File: config.mk
export PLATFORM = sky130hd
export DESIGN_NAME = hspc_top
export DESIGN_NICKNAME = d
export VERILOG_FILES = /design/src/hdl/hspc_pkg.sv /design/src/hdl/hspc_led_drive.sv /design/src/hdl/hspc_strap_latch.sv /design/src/hdl/hspc_top.sv
export SDC_FILE = /design/constraint.sdc
export NUM_CORES = 1
export LEC_CHECK = 0
export BUFFER_PORTS_ARGS = -buffer_cell sky130_fd_sc_hd__buf_2
export CORE_AREA = 2 2 124 114
export DETAILED_ROUTE_END_ITERATION = 8
export DIE_AREA = 0 0 126 116
export PLACE_DENSITY = 0.87
export SETUP_SLACK_MARGIN = 0.02
export SLEW_MARGIN = 20
export SYNTH_ARGS = -nofsm -noshare
export SYNTH_HDL_FRONTEND = slang
export SYNTH_SLANG_ARGS = --single-unit
File: constraint.sdc
create_clock -name clk -period 5 [get_ports clk]
set_clock_uncertainty 0.15 [all_clocks]
set_input_delay 1 -clock clk [delete_from_list [all_inputs] [get_ports clk]]
set_output_delay 1 -clock clk [all_outputs]
set_load 0.01 [all_outputs]
File: src/hdl/hspc_pkg.sv
package hspc_pkg;
   // ****************************************
   // geometry
   // ****************************************
   localparam int NPORT = 7;
   localparam int AW = 8;

   // ****************************************
   // register offsets (byte addresses)
   // ****************************************
   localparam logic [7:0] OFS_CTRL = 8'h00;
   localparam logic [7:0] OFS_PWR = 8'h04;
   localparam logic [7:0] OFS_LED = 8'h08;
   localparam logic [7:0] OFS_STRAP = 8'h0C;
   localparam logic [7:0] OFS_STAT = 8'h10;
   localparam logic [7:0] OFS_MASK = 8'h14;
   localparam logic [7:0] OFS_PINS = 8'h18;

   // ****************************************
   // field positions
   // ****************************************
   localparam int CTRL_CONN_BIT = 0;
   localparam int CTRL_LED_BIT = 1;
   localparam int ENH_LSB = 8;
   localparam int STRAP_GANG_BIT = 16;
   localparam int STRAP_DONE_BIT = 17;
   localparam int STAT_VBUS_BIT = 7;
   localparam int PINS_VBUS_BIT = 0;
   localparam int PINS_PULLUP_BIT = 1;
   localparam int STREN_DIS_BIT = 0;
   localparam int STREN_SWP_BIT = 1;
   localparam int STREN_GANG_BIT = 2;

   // ****************************************
   // reset values
   // ****************************************
   localparam logic [1:0] CTRL_RST = 2'h0;
   localparam logic [6:0] PWR_RST = 7'h00;
   localparam logic [7:0] STAT_RST = 8'h00;
   localparam logic [7:0] MASK_RST = 8'h00;
   localparam logic [2:0] STRAP_EN_ALL = 3'h7;

   // ****************************************
   // types
   // ****************************************
   typedef struct packed {
      logic [NPORT-1:0] dis;
      logic [NPORT-1:0] swp;
      logic gang;
   } hspc_strap_t;

   typedef enum logic [1:0] {
      HSPC_ST_RESET = 2'b00,
      HSPC_ST_SAMPLE = 2'b01,
      HSPC_ST_RUN = 2'b10
   } hspc_state_t;
endpackage

File: src/hdl/hspc_led_drive.sv
`timescale 1ns/1ps
`default_nettype none
module hspc_led_drive #(
   parameter int W = 7
) (
   input wire logic clk,
   input wire logic rst,
   input wire logic enable,
   input wire logic [W-1:0] lit,
   input wire logic [W-1:0] active_low,
   output logic [W-1:0] pin_o_q,
   output logic [W-1:0] pin_oe_q
);
   // ****************************************
   // polarity and drive
   // ****************************************
   // pin stays released until enabled so a strap can be read first
   wire logic [W-1:0] level_d;
   assign level_d = lit ^ active_low;

   always_ff @(posedge clk or posedge rst) begin
      if (rst) begin
         pin_o_q <= '0;
         pin_oe_q <= '0;
      end else begin
         pin_o_q <= level_d;
         pin_oe_q <= {W{enable}};
      end
   end
endmodule // hspc_led_drive
`default_nettype wire

File: src/hdl/hspc_strap_latch.sv
`timescale 1ns/1ps
`default_nettype none
module hspc_strap_latch #(
   parameter int W = 7
) (
   input wire logic clk,
   input wire logic rst,
   input wire logic capture,
   input wire logic enable,
   input wire logic [W-1:0] pins,
   output logic [W-1:0] value_q
);
   // ****************************************
   // one-shot capture, held until next reset
   // ****************************************
   // a disabled strap reads as zero so the pin keeps its run-time job
   wire logic [W-1:0] value_d;
   assign value_d = capture ? (enable ? pins : '0) : value_q;

   always_ff @(posedge clk or posedge rst) begin
      if (rst) begin
         value_q <= '0;
      end else begin
         value_q <= value_d;
      end
   end
endmodule // hspc_strap_latch
`default_nettype wire

File: src/hdl/hspc_top.sv
// Functional notes
// - upstream power detect decides when the connect pull-up is enabled
// - a strap is sampled only when enabled; otherwise pin is run-time only
// - port disable strap: both data pins high at reset release disables
// - port power enables are active high only
// - swap strap: 1 swaps plus and minus of that port, 0 normal
// - primary LED active high for strap 0, active low for strap 1
// - primary LEDs of ports one to seven driven only when LEDs enabled
// - enhanced LEDs of ports four to seven active low when enabled
// - gang strap: 0 individual power and sensing, 1 ganged for all
// - port three enhanced LED: high in individual, low in ganged mode
// - names ending in low are asserted low except LED pins whose polarity a strap sets, all others high
`timescale 1ns/1ps
`default_nettype none
module hspc_top #(
   parameter int NPORT = hspc_pkg::NPORT,
   parameter logic [2:0] STRAP_EN = hspc_pkg::STRAP_EN_ALL
) (
   input wire logic clk,
   input wire logic rst,
   // apb slave
   input wire logic psel,
   input wire logic penable,
   input wire logic pwrite,
   input wire logic [hspc_pkg::AW-1:0] paddr,
   input wire logic [31:0] pwdata,
   output logic [31:0] prdata,
   output logic pready,
   output logic pslverr,
   output logic irq,
   // upstream
   input wire logic upstream_power_detect,
   output logic upstream_pullup_enable,
   // hub core side of the downstream phys
   input wire logic [NPORT-1:0] core_plus_o,
   input wire logic [NPORT-1:0] core_minus_o,
   input wire logic [NPORT-1:0] core_oe,
   output logic [NPORT-1:0] core_plus_i,
   output logic [NPORT-1:0] core_minus_i,
   // downstream pins, shared with port disable straps
   input wire logic [NPORT-1:0] downstream_data_plus_i,
   output logic [NPORT-1:0] downstream_data_plus_o,
   output logic [NPORT-1:0] downstream_data_plus_oe,
   input wire logic [NPORT-1:0] downstream_data_minus_i,
   output logic [NPORT-1:0] downstream_data_minus_o,
   output logic [NPORT-1:0] downstream_data_minus_oe,
   // power switches and sensing
   output logic [NPORT-1:0] port_power_enable,
   input wire logic [NPORT-1:0] overcurrent_sense_low,
   // primary LEDs, shared with swap straps
   input wire logic [NPORT-1:0] port_indicator_primary_low_i,
   output logic [NPORT-1:0] port_indicator_primary_low_o,
   output logic [NPORT-1:0] port_indicator_primary_low_oe,
   // enhanced LEDs, port 3 shared with the gang strap
   input wire logic [NPORT-1:0] port_indicator_enhanced_low_i,
   output logic [NPORT-1:0] port_indicator_enhanced_low_o,
   output logic [NPORT-1:0] port_indicator_enhanced_low_oe
);
   // ****************************************
   // strap sequencing
   // ****************************************
   hspc_pkg::hspc_state_t state_q;
   hspc_pkg::hspc_state_t state_d;
   hspc_pkg::hspc_strap_t strap;
   wire logic capture;
   wire logic run;
   wire logic [NPORT-1:0] dis_pins;
   wire logic gang_pin;

   // first cycle after release lets pins settle, capture on the second
   always_comb begin
      state_d = state_q;
      unique case (state_q)
         hspc_pkg::HSPC_ST_RESET: begin
            state_d = hspc_pkg::HSPC_ST_SAMPLE;
         end
         hspc_pkg::HSPC_ST_SAMPLE: begin
            state_d = hspc_pkg::HSPC_ST_RUN;
         end
         hspc_pkg::HSPC_ST_RUN: begin
            state_d = hspc_pkg::HSPC_ST_RUN;
         end
         default: begin
            state_d = hspc_pkg::HSPC_ST_RESET;
         end
      endcase
   end

   always_ff @(posedge clk or posedge rst) begin
      if (rst) begin
         state_q <= hspc_pkg::HSPC_ST_RESET;
      end else begin
         state_q <= state_d;
      end
   end

   assign capture = (state_q == hspc_pkg::HSPC_ST_SAMPLE);
   assign run = (state_q == hspc_pkg::HSPC_ST_RUN);
   // both lines pulled up marks a disabled port
   assign dis_pins = downstream_data_plus_i & downstream_data_minus_i;
   assign gang_pin = port_indicator_enhanced_low_i[2];

   hspc_strap_latch #(.W(NPORT)) u_dis (
      .clk(clk),
      .rst(rst),
      .capture(capture),
      .enable(STRAP_EN[hspc_pkg::STREN_DIS_BIT]),
      .pins(dis_pins),
      .value_q(strap.dis)
   );

   hspc_strap_latch #(.W(NPORT)) u_swp (
      .clk(clk),
      .rst(rst),
      .capture(capture),
      .enable(STRAP_EN[hspc_pkg::STREN_SWP_BIT]),
      .pins(port_indicator_primary_low_i),
      .value_q(strap.swp)
   );

   hspc_strap_latch #(.W(1)) u_gang (
      .clk(clk),
      .rst(rst),
      .capture(capture),
      .enable(STRAP_EN[hspc_pkg::STREN_GANG_BIT]),
      .pins(gang_pin),
      .value_q(strap.gang)
   );

   // ****************************************
   // control registers
   // ****************************************
   logic [1:0] ctrl_q;
   logic [NPORT-1:0] pwr_q;
   logic [NPORT-1:0] led_pri_q;
   logic [NPORT-1:0] led_enh_q;
   logic [7:0] stat_q;
   logic [7:0] mask_q;
   logic vbus_q;
   wire logic wr_go;
   wire logic rd_go;
   wire logic hit_ctrl;
   wire logic hit_pwr;
   wire logic hit_led;
   wire logic hit_strap;
   wire logic hit_stat;
   wire logic hit_mask;
   wire logic hit_pins;
   wire logic hit_any;

   function automatic logic hit(input logic [hspc_pkg::AW-1:0] a,
                                input logic [7:0] ofs);
      hit = (a == ofs);
   endfunction

   // access completes in the cycle that pready is high
   assign wr_go = psel & penable & pready & pwrite;
   assign rd_go = psel & penable & ~pready;
   assign hit_ctrl = hit(paddr, hspc_pkg::OFS_CTRL);
   assign hit_pwr = hit(paddr, hspc_pkg::OFS_PWR);
   assign hit_led = hit(paddr, hspc_pkg::OFS_LED);
   assign hit_strap = hit(paddr, hspc_pkg::OFS_STRAP);
   assign hit_stat = hit(paddr, hspc_pkg::OFS_STAT);
   assign hit_mask = hit(paddr, hspc_pkg::OFS_MASK);
   assign hit_pins = hit(paddr, hspc_pkg::OFS_PINS);
   assign hit_any = hit_ctrl | hit_pwr | hit_led | hit_strap | hit_stat
                    | hit_mask | hit_pins;

   always_ff @(posedge clk or posedge rst) begin
      if (rst) begin
         ctrl_q <= hspc_pkg::CTRL_RST;
      end else if (wr_go && hit_ctrl) begin
         ctrl_q <= pwdata[1:0];
      end
   end

   always_ff @(posedge clk or posedge rst) begin
      if (rst) begin
         pwr_q <= hspc_pkg::PWR_RST;
      end else if (wr_go && hit_pwr) begin
         pwr_q <= pwdata[NPORT-1:0];
      end
   end

   always_ff @(posedge clk or posedge rst) begin
      if (rst) begin
         led_pri_q <= '0;
         led_enh_q <= '0;
      end else if (wr_go && hit_led) begin
         led_pri_q <= pwdata[NPORT-1:0];
         led_enh_q <= pwdata[hspc_pkg::ENH_LSB +: NPORT];
      end
   end

   always_ff @(posedge clk or posedge rst) begin
      if (rst) begin
         mask_q <= hspc_pkg::MASK_RST;
      end else if (wr_go && hit_mask) begin
         mask_q <= pwdata[7:0];
      end
   end

   // ****************************************
   // port power and over-current
   // ****************************************
   wire logic [NPORT-1:0] oc_port;
   wire logic oc_any;
   wire logic [NPORT-1:0] oc_seen;
   wire logic [NPORT-1:0] req_eff;
   wire logic [NPORT-1:0] pwr_d;

   // fault is a low level on the sense input
   assign oc_port = ~overcurrent_sense_low & ~strap.dis;
   assign oc_any = |oc_port;
   // ganged mode: port 1 request and any fault govern every port
   assign oc_seen = strap.gang ? {NPORT{oc_any}} : oc_port;
   assign req_eff = strap.gang ? {NPORT{pwr_q[0]}} : pwr_q;
   // high switches the port on; disabled ports never power
   assign pwr_d = {NPORT{run}} & req_eff & ~strap.dis & ~oc_seen;

   always_ff @(posedge clk or posedge rst) begin
      if (rst) begin
         port_power_enable <= '0;
      end else begin
         port_power_enable <= pwr_d;
      end
   end

   // ****************************************
   // upstream connect
   // ****************************************
   wire logic vbus_edge;
   wire logic pullup_d;

   assign vbus_edge = run & (upstream_power_detect ^ vbus_q);
   // connect only while upstream power is present
   assign pullup_d = run & ctrl_q[hspc_pkg::CTRL_CONN_BIT]
                     & upstream_power_detect;

   always_ff @(posedge clk or posedge rst) begin
      if (rst) begin
         vbus_q <= 1'b0;
         upstream_pullup_enable <= 1'b0;
      end else begin
         vbus_q <= upstream_power_detect;
         upstream_pullup_enable <= pullup_d;
      end
   end

   // ****************************************
   // interrupt status
   // ****************************************
   wire logic [7:0] stat_set;
   wire logic [7:0] stat_clr;
   wire logic [7:0] stat_d;

   assign stat_set = {vbus_edge, oc_seen & {NPORT{run}}};
   assign stat_clr = (wr_go && hit_stat) ? pwdata[7:0] : 8'h00;
   // set beats a clear landing in the same cycle
   assign stat_d = (stat_q & ~stat_clr) | stat_set;

   always_ff @(posedge clk or posedge rst) begin
      if (rst) begin
         stat_q <= hspc_pkg::STAT_RST;
         irq <= 1'b0;
      end else begin
         stat_q <= stat_d;
         irq <= |(stat_d & mask_q);
      end
   end

   // ****************************************
   // downstream data pair swap
   // ****************************************
   wire logic [NPORT-1:0] dn_oe_d;
   wire logic [NPORT-1:0] dn_p_d;
   wire logic [NPORT-1:0] dn_m_d;
   wire logic [NPORT-1:0] up_p_d;
   wire logic [NPORT-1:0] up_m_d;

   // pins stay released until straps are held, and on disabled ports
   assign dn_oe_d = core_oe & ~strap.dis & {NPORT{run}};

   genvar gi;
   generate
      for (gi = 0; gi < NPORT; gi++) begin : g_swap
         assign dn_p_d[gi] = strap.swp[gi] ? core_minus_o[gi]
                                           : core_plus_o[gi];
         assign dn_m_d[gi] = strap.swp[gi] ? core_plus_o[gi]
                                           : core_minus_o[gi];
         assign up_p_d[gi] = strap.swp[gi] ? downstream_data_minus_i[gi]
                                           : downstream_data_plus_i[gi];
         assign up_m_d[gi] = strap.swp[gi] ? downstream_data_plus_i[gi]
                                           : downstream_data_minus_i[gi];
      end
   endgenerate

   // one register stage each way; the phy core sees one cycle of delay
   always_ff @(posedge clk or posedge rst) begin
      if (rst) begin
         downstream_data_plus_o <= '0;
         downstream_data_minus_o <= '0;
         downstream_data_plus_oe <= '0;
         downstream_data_minus_oe <= '0;
         core_plus_i <= '0;
         core_minus_i <= '0;
      end else begin
         downstream_data_plus_o <= dn_p_d;
         downstream_data_minus_o <= dn_m_d;
         downstream_data_plus_oe <= dn_oe_d;
         downstream_data_minus_oe <= dn_oe_d;
         core_plus_i <= up_p_d & ~strap.dis;
         core_minus_i <= up_m_d & ~strap.dis;
      end
   end

   // ****************************************
   // indicator LEDs
   // ****************************************
   wire logic led_on;
   wire logic [NPORT-1:0] pri_low;
   wire logic [NPORT-1:0] enh_low;

   assign led_on = run & ctrl_q[hspc_pkg::CTRL_LED_BIT];
   // with the swap strap off the primary LEDs are plain active low
   assign pri_low = STRAP_EN[hspc_pkg::STREN_SWP_BIT] ? strap.swp
                                                      : {NPORT{1'b1}};
   // port 3 enhanced follows the gang strap, the rest are active low
   assign enh_low = {{(NPORT-3){1'b1}},
                     STRAP_EN[hspc_pkg::STREN_GANG_BIT] ? strap.gang : 1'b1,
                     2'b11};

   hspc_led_drive #(.W(NPORT)) u_led_pri (
      .clk(clk),
      .rst(rst),
      .enable(led_on),
      .lit(led_pri_q),
      .active_low(pri_low),
      .pin_o_q(port_indicator_primary_low_o),
      .pin_oe_q(port_indicator_primary_low_oe)
   );

   hspc_led_drive #(.W(NPORT)) u_led_enh (
      .clk(clk),
      .rst(rst),
      .enable(led_on),
      .lit(led_enh_q),
      .active_low(enh_low),
      .pin_o_q(port_indicator_enhanced_low_o),
      .pin_oe_q(port_indicator_enhanced_low_oe)
   );

   // ****************************************
   // apb read and answer
   // ****************************************
   logic [31:0] rd_mux;

   always_comb begin
      rd_mux = 32'h0000_0000;
      if (hit_ctrl) begin
         rd_mux[1:0] = ctrl_q;
      end
      if (hit_pwr) begin
         rd_mux[NPORT-1:0] = pwr_q;
      end
      if (hit_led) begin
         rd_mux[NPORT-1:0] = led_pri_q;
         rd_mux[hspc_pkg::ENH_LSB +: NPORT] = led_enh_q;
      end
      if (hit_strap) begin
         rd_mux[NPORT-1:0] = strap.dis;
         rd_mux[hspc_pkg::ENH_LSB +: NPORT] = strap.swp;
         rd_mux[hspc_pkg::STRAP_GANG_BIT] = strap.gang;
         rd_mux[hspc_pkg::STRAP_DONE_BIT] = run;
      end
      if (hit_stat) begin
         rd_mux[7:0] = stat_q;
      end
      if (hit_mask) begin
         rd_mux[7:0] = mask_q;
      end
      if (hit_pins) begin
         rd_mux[hspc_pkg::PINS_VBUS_BIT] = vbus_q;
         rd_mux[hspc_pkg::PINS_PULLUP_BIT] = upstream_pullup_enable;
         rd_mux[hspc_pkg::ENH_LSB +: NPORT] = port_power_enable;
      end
   end

   // one wait state: pready rises in the second access cycle
   always_ff @(posedge clk or posedge rst) begin
      if (rst) begin
         pready <= 1'b0;
         pslverr <= 1'b0;
         prdata <= 32'h0000_0000;
      end else begin
         pready <= rd_go;
         pslverr <= rd_go & ~hit_any;
         prdata <= (rd_go && !pwrite) ? rd_mux : 32'h0000_0000;
      end
   end
endmodule // hspc_top
`default_nettype wire
==> impl_summary.log, run 1 <==
INFO  metric run_status = completed
INFO  metric setup.worst_path.class = primary input to flip-flop
INFO  metric floorplan.initialDensity = 44.50%
INFO  metric largest_register_ffs = 17
INFO  metric hold_violations = 0
INFO  metric die_h = 116 µm
INFO  metric postSynthAreaPerCell = 12.27 µm²
INFO  metric final_min_period_over_clock_period = 65.17%
INFO  metric tns = 0 ns
INFO  metric clkPwrFrac = 47.7%
INFO  metric yosysUniqueCellTypes = 53
INFO  metric max-vdd-ir-drop = 0.2669 mV
INFO  metric worst-endpoint-arrival = 3.41 ns
INFO  metric via_per_inst = 5.487
INFO  metric grt.total_usage = 20.54%
INFO  metric drv_slew = 0
INFO  metric cell_taking_the_most_area_after_synthesis = sky130_fd_sc_hd__dfrtp_1
INFO  metric design.final.nets = 737
INFO  metric timing_worst_slew_pin_value = 0.9650 ns
INFO  metric critPathLaunchType = primary input
INFO  metric grt_first_pass_wirelength = 22720 µm
INFO  metric detail_route.drc_violations = 0
INFO  metric dp_hpwl = 10350 µm
INFO  metric timing.hold.ws = 0.2934 ns
INFO  metric clock_insertion_delay_worst_skew = 0.42 ns
INFO  metric total_leakage_power = 0.003646 µW
INFO  metric post_synth_instance_area = 5879 µm²
INFO  metric relSlewSlack = 35.67%
INFO  metric switching_power = 572.3 µW
INFO  metric most_used_dff_post_synth = sky130_fd_sc_hd__dfrtp_1
INFO  metric final_cell_area = 7258 µm²
INFO  metric chipWidth = 126 µm
INFO  metric critPathCaptureType = flip-flop
INFO  metric grt_setup_unrepaired = false
INFO  metric maximum_operating_frequency = 306.9 MHz
INFO  metric area_overhead_of_the_layout_relative_to_synthesis = 23.45%
INFO  metric setup_violations = 0
INFO  metric clk_path_buf_depth = 2
INFO  metric cts-resized-gates = 0
INFO  metric first_global_vias = 4306
INFO  metric power_share_of_the_sequential_group = 45.2%
INFO  metric internal_power = 1973 µW
INFO  metric globalRoute.totalOverflow = 0
INFO  metric count_of_mapped_cells_out_of_synthesis = 479
INFO  metric layout-drive-gt1-share = 42.64%
INFO  metric clk_pin_slew_worst_paths = 0.06 ns
INFO  metric power.share.switching = 22.49%
INFO  metric coreArea = 13210 µm²
INFO  metric place_area = 6680 µm²
INFO  metric drt_first_pass_iters = 6
INFO  metric die_area = 14620 µm²
INFO  metric min-delay-path-class = flip-flop to flip-flop
INFO  metric route.vias.total = 4461
INFO  metric h-tree-depth = 4
INFO  metric num_antenna_cells = 0
INFO  metric drt_first_iter_violations = 393
INFO  metric postCtsSetupRepairBufs = 0
INFO  metric cts_hold_buffers = 0
INFO  metric crit_path_max_fanout = 19
INFO  metric row_count = 40
INFO  metric grt_antenna_before_repair = 0
INFO  metric tritoncts.num_buffers = 17
INFO  metric top_level_ports = 215
INFO  metric comb_power_share = 7.1%
INFO  metric powerDensity = 350.6 nW/µm²
INFO  metric synth-edff-count = 0
INFO  metric finish.utilization = 54.93%
INFO  metric place_congestion = 0.8859
INFO  metric tritoncts_clock_tree = yes
INFO  metric pre_cts_slack = 1.379 ns
INFO  metric timing.critical_path.required = 5.15 ns
INFO  metric drt.antenna.violating_nets = 0
INFO  metric yosysWarnings = 0
INFO  metric postLayoutSetupSlackWorst = 1.742 ns
INFO  metric buffer_ports.inserted = 176
INFO  metric grt_max_degree = 107
INFO  metric period_needed = 3.258 ns
INFO  metric wl_per_cell = 18.21 µm
INFO  metric largestRegisters = prdata: 17 flops, mask_q: 8 flops, stat_q: 8 flops
INFO  metric synth.ff_latch_count = 135
INFO  metric async_reset_ff_share = 100.0%
INFO  metric clock_sink_count = 135
INFO  metric yosysTopAreaCellShare = 57.46%
INFO  metric max_flop_register = prdata
INFO  metric drv.max_cap_violation_count = 0
INFO  metric cts_root_buffer = sky130_fd_sc_hd__clkbuf_16
INFO  metric yosys-top-cells-area = sky130_fd_sc_hd__dfrtp_1 57%, sky130_fd_sc_hd__mux2_2 11%, sky130_fd_sc_hd__buf_4 4.6%
INFO  metric yosysSeqAreaShare = 57.46%
INFO  metric wl = 14810 µm
-- routing by layer --
layer	vias to the layer above	GRT usage, %	part of all wire (%)
met1	2197	25.17	38
met2	258	33.76	50
met3	34	6.556	9.4
met5	-	0	0
li1	1972	-	-
met4	0	9.011	2.3
-- placed cells by master, fill, tap and decap left out, types with 5 or more instances in the layout --
master                      instances
sky130_fd_sc_hd__a221oi_1          11
sky130_fd_sc_hd__nand2_1           31
sky130_fd_sc_hd__o21ai_0           15
sky130_fd_sc_hd__clkbuf_16         17
sky130_fd_sc_hd__a31oi_1            5
sky130_fd_sc_hd__xor2_1             9
sky130_fd_sc_hd__o21bai_1           7
sky130_fd_sc_hd__conb_1            15
sky130_fd_sc_hd__mux2_2            56
sky130_fd_sc_hd__a32o_1             6
sky130_fd_sc_hd__nand3_1            8
sky130_fd_sc_hd__dfrtp_1          135
sky130_fd_sc_hd__and3_1            14
sky130_fd_sc_hd__inv_1             18
sky130_fd_sc_hd__mux2i_1           19
sky130_fd_sc_hd__a222oi_1           8
sky130_fd_sc_hd__nor2_1            24
sky130_fd_sc_hd__a21oi_1            5
sky130_fd_sc_hd__buf_2            176
-- worst max-delay path, stage by stage --
cell,delay [ns]
sky130_fd_sc_hd__buf_2,0.25
sky130_fd_sc_hd__nor4b_2,0.32
sky130_fd_sc_hd__and2_1,0.65
sky130_fd_sc_hd__nand2_1,0.69
sky130_fd_sc_hd__mux2_2,0.48
-- cells in the mapped netlist (all sizes together), types with 9 or more instances --
master  number
a221oi      11
and3        14
buf         43
clkbuf      16
dfrtp      135
inv         19
mux2        56
mux2i       19
nand2       32
nand3        9
nor2        25
o21ai       15
xor2         9
-- metrics by stage --
stage	cells	total power, µW
finish	813	2545
global placement	781	1346
detailed placement	781	1351
floorplan	493	1272
CTS	813	2562
global route	813	2645
-- path summary, 6_finish.rpt --
check / cells after the start / from / slack (ns) / to
min in group asynchronous: 2 / rst / 0.61 / u_led_enh.pin_o_q[3]
max reg2reg: 5 / u_gang.value_q / 2.35 / port_power_enable[2]
min: 1 / led_enh_q[6] / 0.29 / u_led_enh.pin_o_q[6]
max: 5 / paddr[2] / 1.74 / led_pri_q[5]
max in group asynchronous: 3 / rst / 3.06 / core_plus_i[6]
min reg2reg: 1 / led_enh_q[6] / 0.29 / u_led_enh.pin_o_q[6]
-- final cells by class --
type                            instances  area [µm²]
Clock inverter                          8       96.34
Sequential cell                       135        3378
Tap cell                              168       210.2
Timing Repair Buffer                  179       903.4
Fill cell                            1090        5954
Multi-Input combinational cell        280        2112
Inverter                               19       76.32
Clock buffer                           24       481.7
-- cells by family (layout without fill, tap and decap cells) --
logic type | after synthesis | in the layout | synth area share [%]
DFF | 135 | 135 | 57.46
and+or+nand+nor | 106 | 106 | 9.683
buffers and inverters | 78 | 230 | 7.512
muxes | 75 | 75 | 13.96
AOI/OAI and AO/OA | 72 | 72 | 9.342
xor gates and xnor gates | 9 | 9 | 1.341
adders and majority gates | 3 | 3 | 0.6385
other | 1 | 15 | 0.06378
-- power groups by stage --
stage	clock, µW	sequential (µW)	combinational, µW
after detailed placement	0	1170	180
after global routing	1290	1150	198
after CTS	1230	1150	182
after floorplan	0	1170	97.5
final	1210	1150	181
after global placement	0	1170	177
Note: power is estimated with default switching activity, not from simulation.
==> run 2, diff against run 1 <==
clock period = 2.6 ns   (was 5 ns; I/O delays follow)
==> run 2 against run 1 <==
Wire length up 2.7%. Combinational power rose by 99%. Critical path depth did not move. Via count up 1.1%. Utilization grew 1.2 points. Register-to-register slack got worse by 1.9 ns. Non-clock buffer count increased by 18. Die area unchanged.
==> impl_summary.log, run 2 (synthesis gave the netlist of run 1 again) <==
INFO  metric worstReg2RegStart = u_gang.value_q
INFO  metric total_power = 4891 µW
INFO  metric worst-endpoint-arrival = 2.35 ns
INFO  metric globalRoute.totalOverflow = 0
INFO  metric clock_sink_count = 135
INFO  metric floorplan.initialDensity = 44.50%
INFO  metric place_congestion = 0.9198
INFO  metric tns = 0 ns
INFO  metric die_h = 116 µm
INFO  metric crit_path_max_fanout = 11
INFO  metric timing.critical_path.cells = o21ai_0 > or4_1 > or2_2 > nand2_1 > and3_1
INFO  metric via_per_inst = 5.426
INFO  metric dp_hpwl = 10890 µm
INFO  metric postCtsSetupRepairBufs = 0
INFO  metric largest_register_ffs = 17
INFO  metric run_status = completed
INFO  metric coreArea = 13210 µm²
INFO  metric grt_setup_unrepaired = false
INFO  metric largestRegisters = prdata: 17 flops, mask_q: 8 flops, stat_q: 8 flops
INFO  metric place.detailed.instances = 799
INFO  metric timing_worst_slew_pin_value = 0.6816 ns
INFO  metric tritoncts.num_buffers = 17
INFO  metric setup.worst_path.class = flip-flop to flip-flop
INFO  metric tritoncts_clock_tree = yes
INFO  metric detail_route.drc_violations = 0
INFO  metric drt_first_iter_violations = 346
INFO  metric final_min_period_over_clock_period = 82.71%
INFO  metric cp_top_family = simple AND/OR/NAND/NOR gates
INFO  metric chipWidth = 126 µm
INFO  metric layout-drive-gt1-share = 44.26%
INFO  metric drt_first_pass_iters = 6
INFO  metric crit_start = u_gang.value_q
INFO  metric min-delay-path-class = primary input to asynchronous set/reset pin
INFO  metric critPathCaptureType = flip-flop
INFO  metric die_area = 14620 µm²
INFO  metric filler_cell_count = 1075
INFO  metric route.vias.total = 4509
INFO  metric clk_path_buf_depth = 2
INFO  metric top_level_ports = 215
INFO  metric wl_per_cell = 18.29 µm
INFO  metric total_leakage_power = 0.003733 µW
INFO  metric wl = 15200 µm
INFO  metric timing.critical_path.required = 2.79 ns
INFO  metric cts_hold_buffers = 0
INFO  metric max-vdd-ir-drop = 0.4242 mV
INFO  metric critPathLaunchType = flip-flop
INFO  metric layoutNonFillerInstCount = 831
INFO  metric setup_violations = 0
INFO  metric period_needed = 2.151 ns
INFO  metric area_overhead_of_the_layout_relative_to_synthesis = 26.15%
INFO  metric cpPeakStageDelay = 0.58 ns
INFO  metric cts-resized-gates = 0
INFO  metric final_common_cell = sky130_fd_sc_hd__buf_2
INFO  metric grt_max_degree = 53
INFO  metric drv_slew = 0
INFO  metric h-tree-depth = 4
INFO  metric design.final.nets = 755
INFO  metric powerDensity = 659.4 nW/µm²
INFO  metric clk_pin_slew_worst_paths = 0.06 ns
INFO  metric cts_root_buffer = sky130_fd_sc_hd__clkbuf_16
INFO  metric max_flop_register = prdata
INFO  metric relSlewSlack = 54.56%
INFO  metric timing.critical_path.buf_inv = 0
INFO  metric clock_insertion_delay_worst_skew = 0.41 ns
INFO  metric row_count = 40
INFO  metric drt.antenna.violating_nets = 0
INFO  metric maximum_operating_frequency = 465.0 MHz
INFO  metric critical-path-slowest-cell = sky130_fd_sc_hd__dfrtp_1
INFO  metric final_cell_mix = 176 x sky130_fd_sc_hd__buf_2, 135 x sky130_fd_sc_hd__dfrtp_1, 56 x sky130_fd_sc_hd__mux2_2
INFO  metric buffer_ports.inserted = 176
INFO  metric timing.hold.ws = 0.04988 ns
INFO  metric first_global_vias = 4522
INFO  metric grt_first_pass_wirelength = 23180 µm
INFO  metric grt_antenna_before_repair = 1
INFO  metric hold_violations = 0
INFO  metric drv.max_cap_violation_count = 0
INFO  metric grt.total_usage = 20.68%
==> run 2: cell types whose count changed in the layout (fill, tap and decap cells not counted) <==
cell and change:
sky130_fd_sc_hd__diode_2 +1, sky130_fd_sc_hd__clkinv_2 -1, sky130_fd_sc_hd__buf_12 +2, sky130_fd_sc_hd__clkinvlp_4 +3, sky130_fd_sc_hd__clkinv_4 -1, sky130_fd_sc_hd__inv_6 -1, sky130_fd_sc_hd__buf_4 +16, sky130_fd_sc_hd__clkbuf_1 -1
==> run 2: final timing paths <==
path / to / slack, ns / cells past startpoint
max in group asynchronous: pslverr / 1.58 / 3
worst max-delay path: port_power_enable[2] / 0.45 / 5
worst max register to register: port_power_enable[2] / 0.45 / 5
worst min-delay path: u_led_enh.pin_o_q[3] / 0.05 / 2
min in group clk: vbus_q / 0.11 / 1
worst min register to register: u_led_enh.pin_o_q[1] / 0.29 / 1
==> run 2: metrics by stage <==
step | area (µm²) | util (%) | setup WS, ns
2_1_floorplan | 5936 | - | 0.2508
3_3_place_gp | 6839 | 51.76 | 0.2091
3_5_place_dp | 6839 | 51.76 | 0.1884
4_1_cts | 7415 | 56.12 | 0.4424
5_1_grt | 7415 | 56.12 | 0.3278
6_report | 7417 | 56.14 | 0.4495
==> run 2: worst reg2reg max path, delay by kind of cell (launching register included) <==
| kind | cells | cell delay, ns |
|---|---|---|
| AO/OA/AOI/OAI | 1 | 0.20 |
| flip-flops | 1 | 0.58 |
| AND/OR/NAND/NOR | 4 | 1.15 |
==> run 2: routing by layer <==
| metal | share of wire [%] | vias to the layer above | global-route usage [%] |
|---|---|---|---|
| met2 | 49 | 240 | 34.44 |
| met3 | 8.3 | 41 | 6.602 |
| li1 | - | 2001 | - |
| met5 | 0 | - | 0 |
| met1 | 39 | 2227 | 24.77 |
| met4 | 2.9 | 0 | 9.597 |
==> run 2: layout make-up <==
| class | count | area, µm² | area share, % |
|---|---|---|---|
| clock inverters | 8 | 97.59 | 1.316 |
| multi-input cells | 280 | 2112 | 28.48 |
| inverters | 19 | 75.07 | 1.012 |
| diodes | 1 | 2.502 | 0.03374 |
| flip-flops and latches | 135 | 3378 | 45.55 |
| repair buffers | 197 | 1064 | 14.34 |
| well taps | 168 | 210.2 | 2.834 |
| clock buffers | 23 | 478.0 | 6.444 |
==> run 2: report_power, final <==
group / leakage, µW / internal (µW) / switching [µW]
logic: 0.00177 / 156 / 205
clock network: 0.000275 / 1480 / 841
registers: 0.00169 / 2170 / 46.6
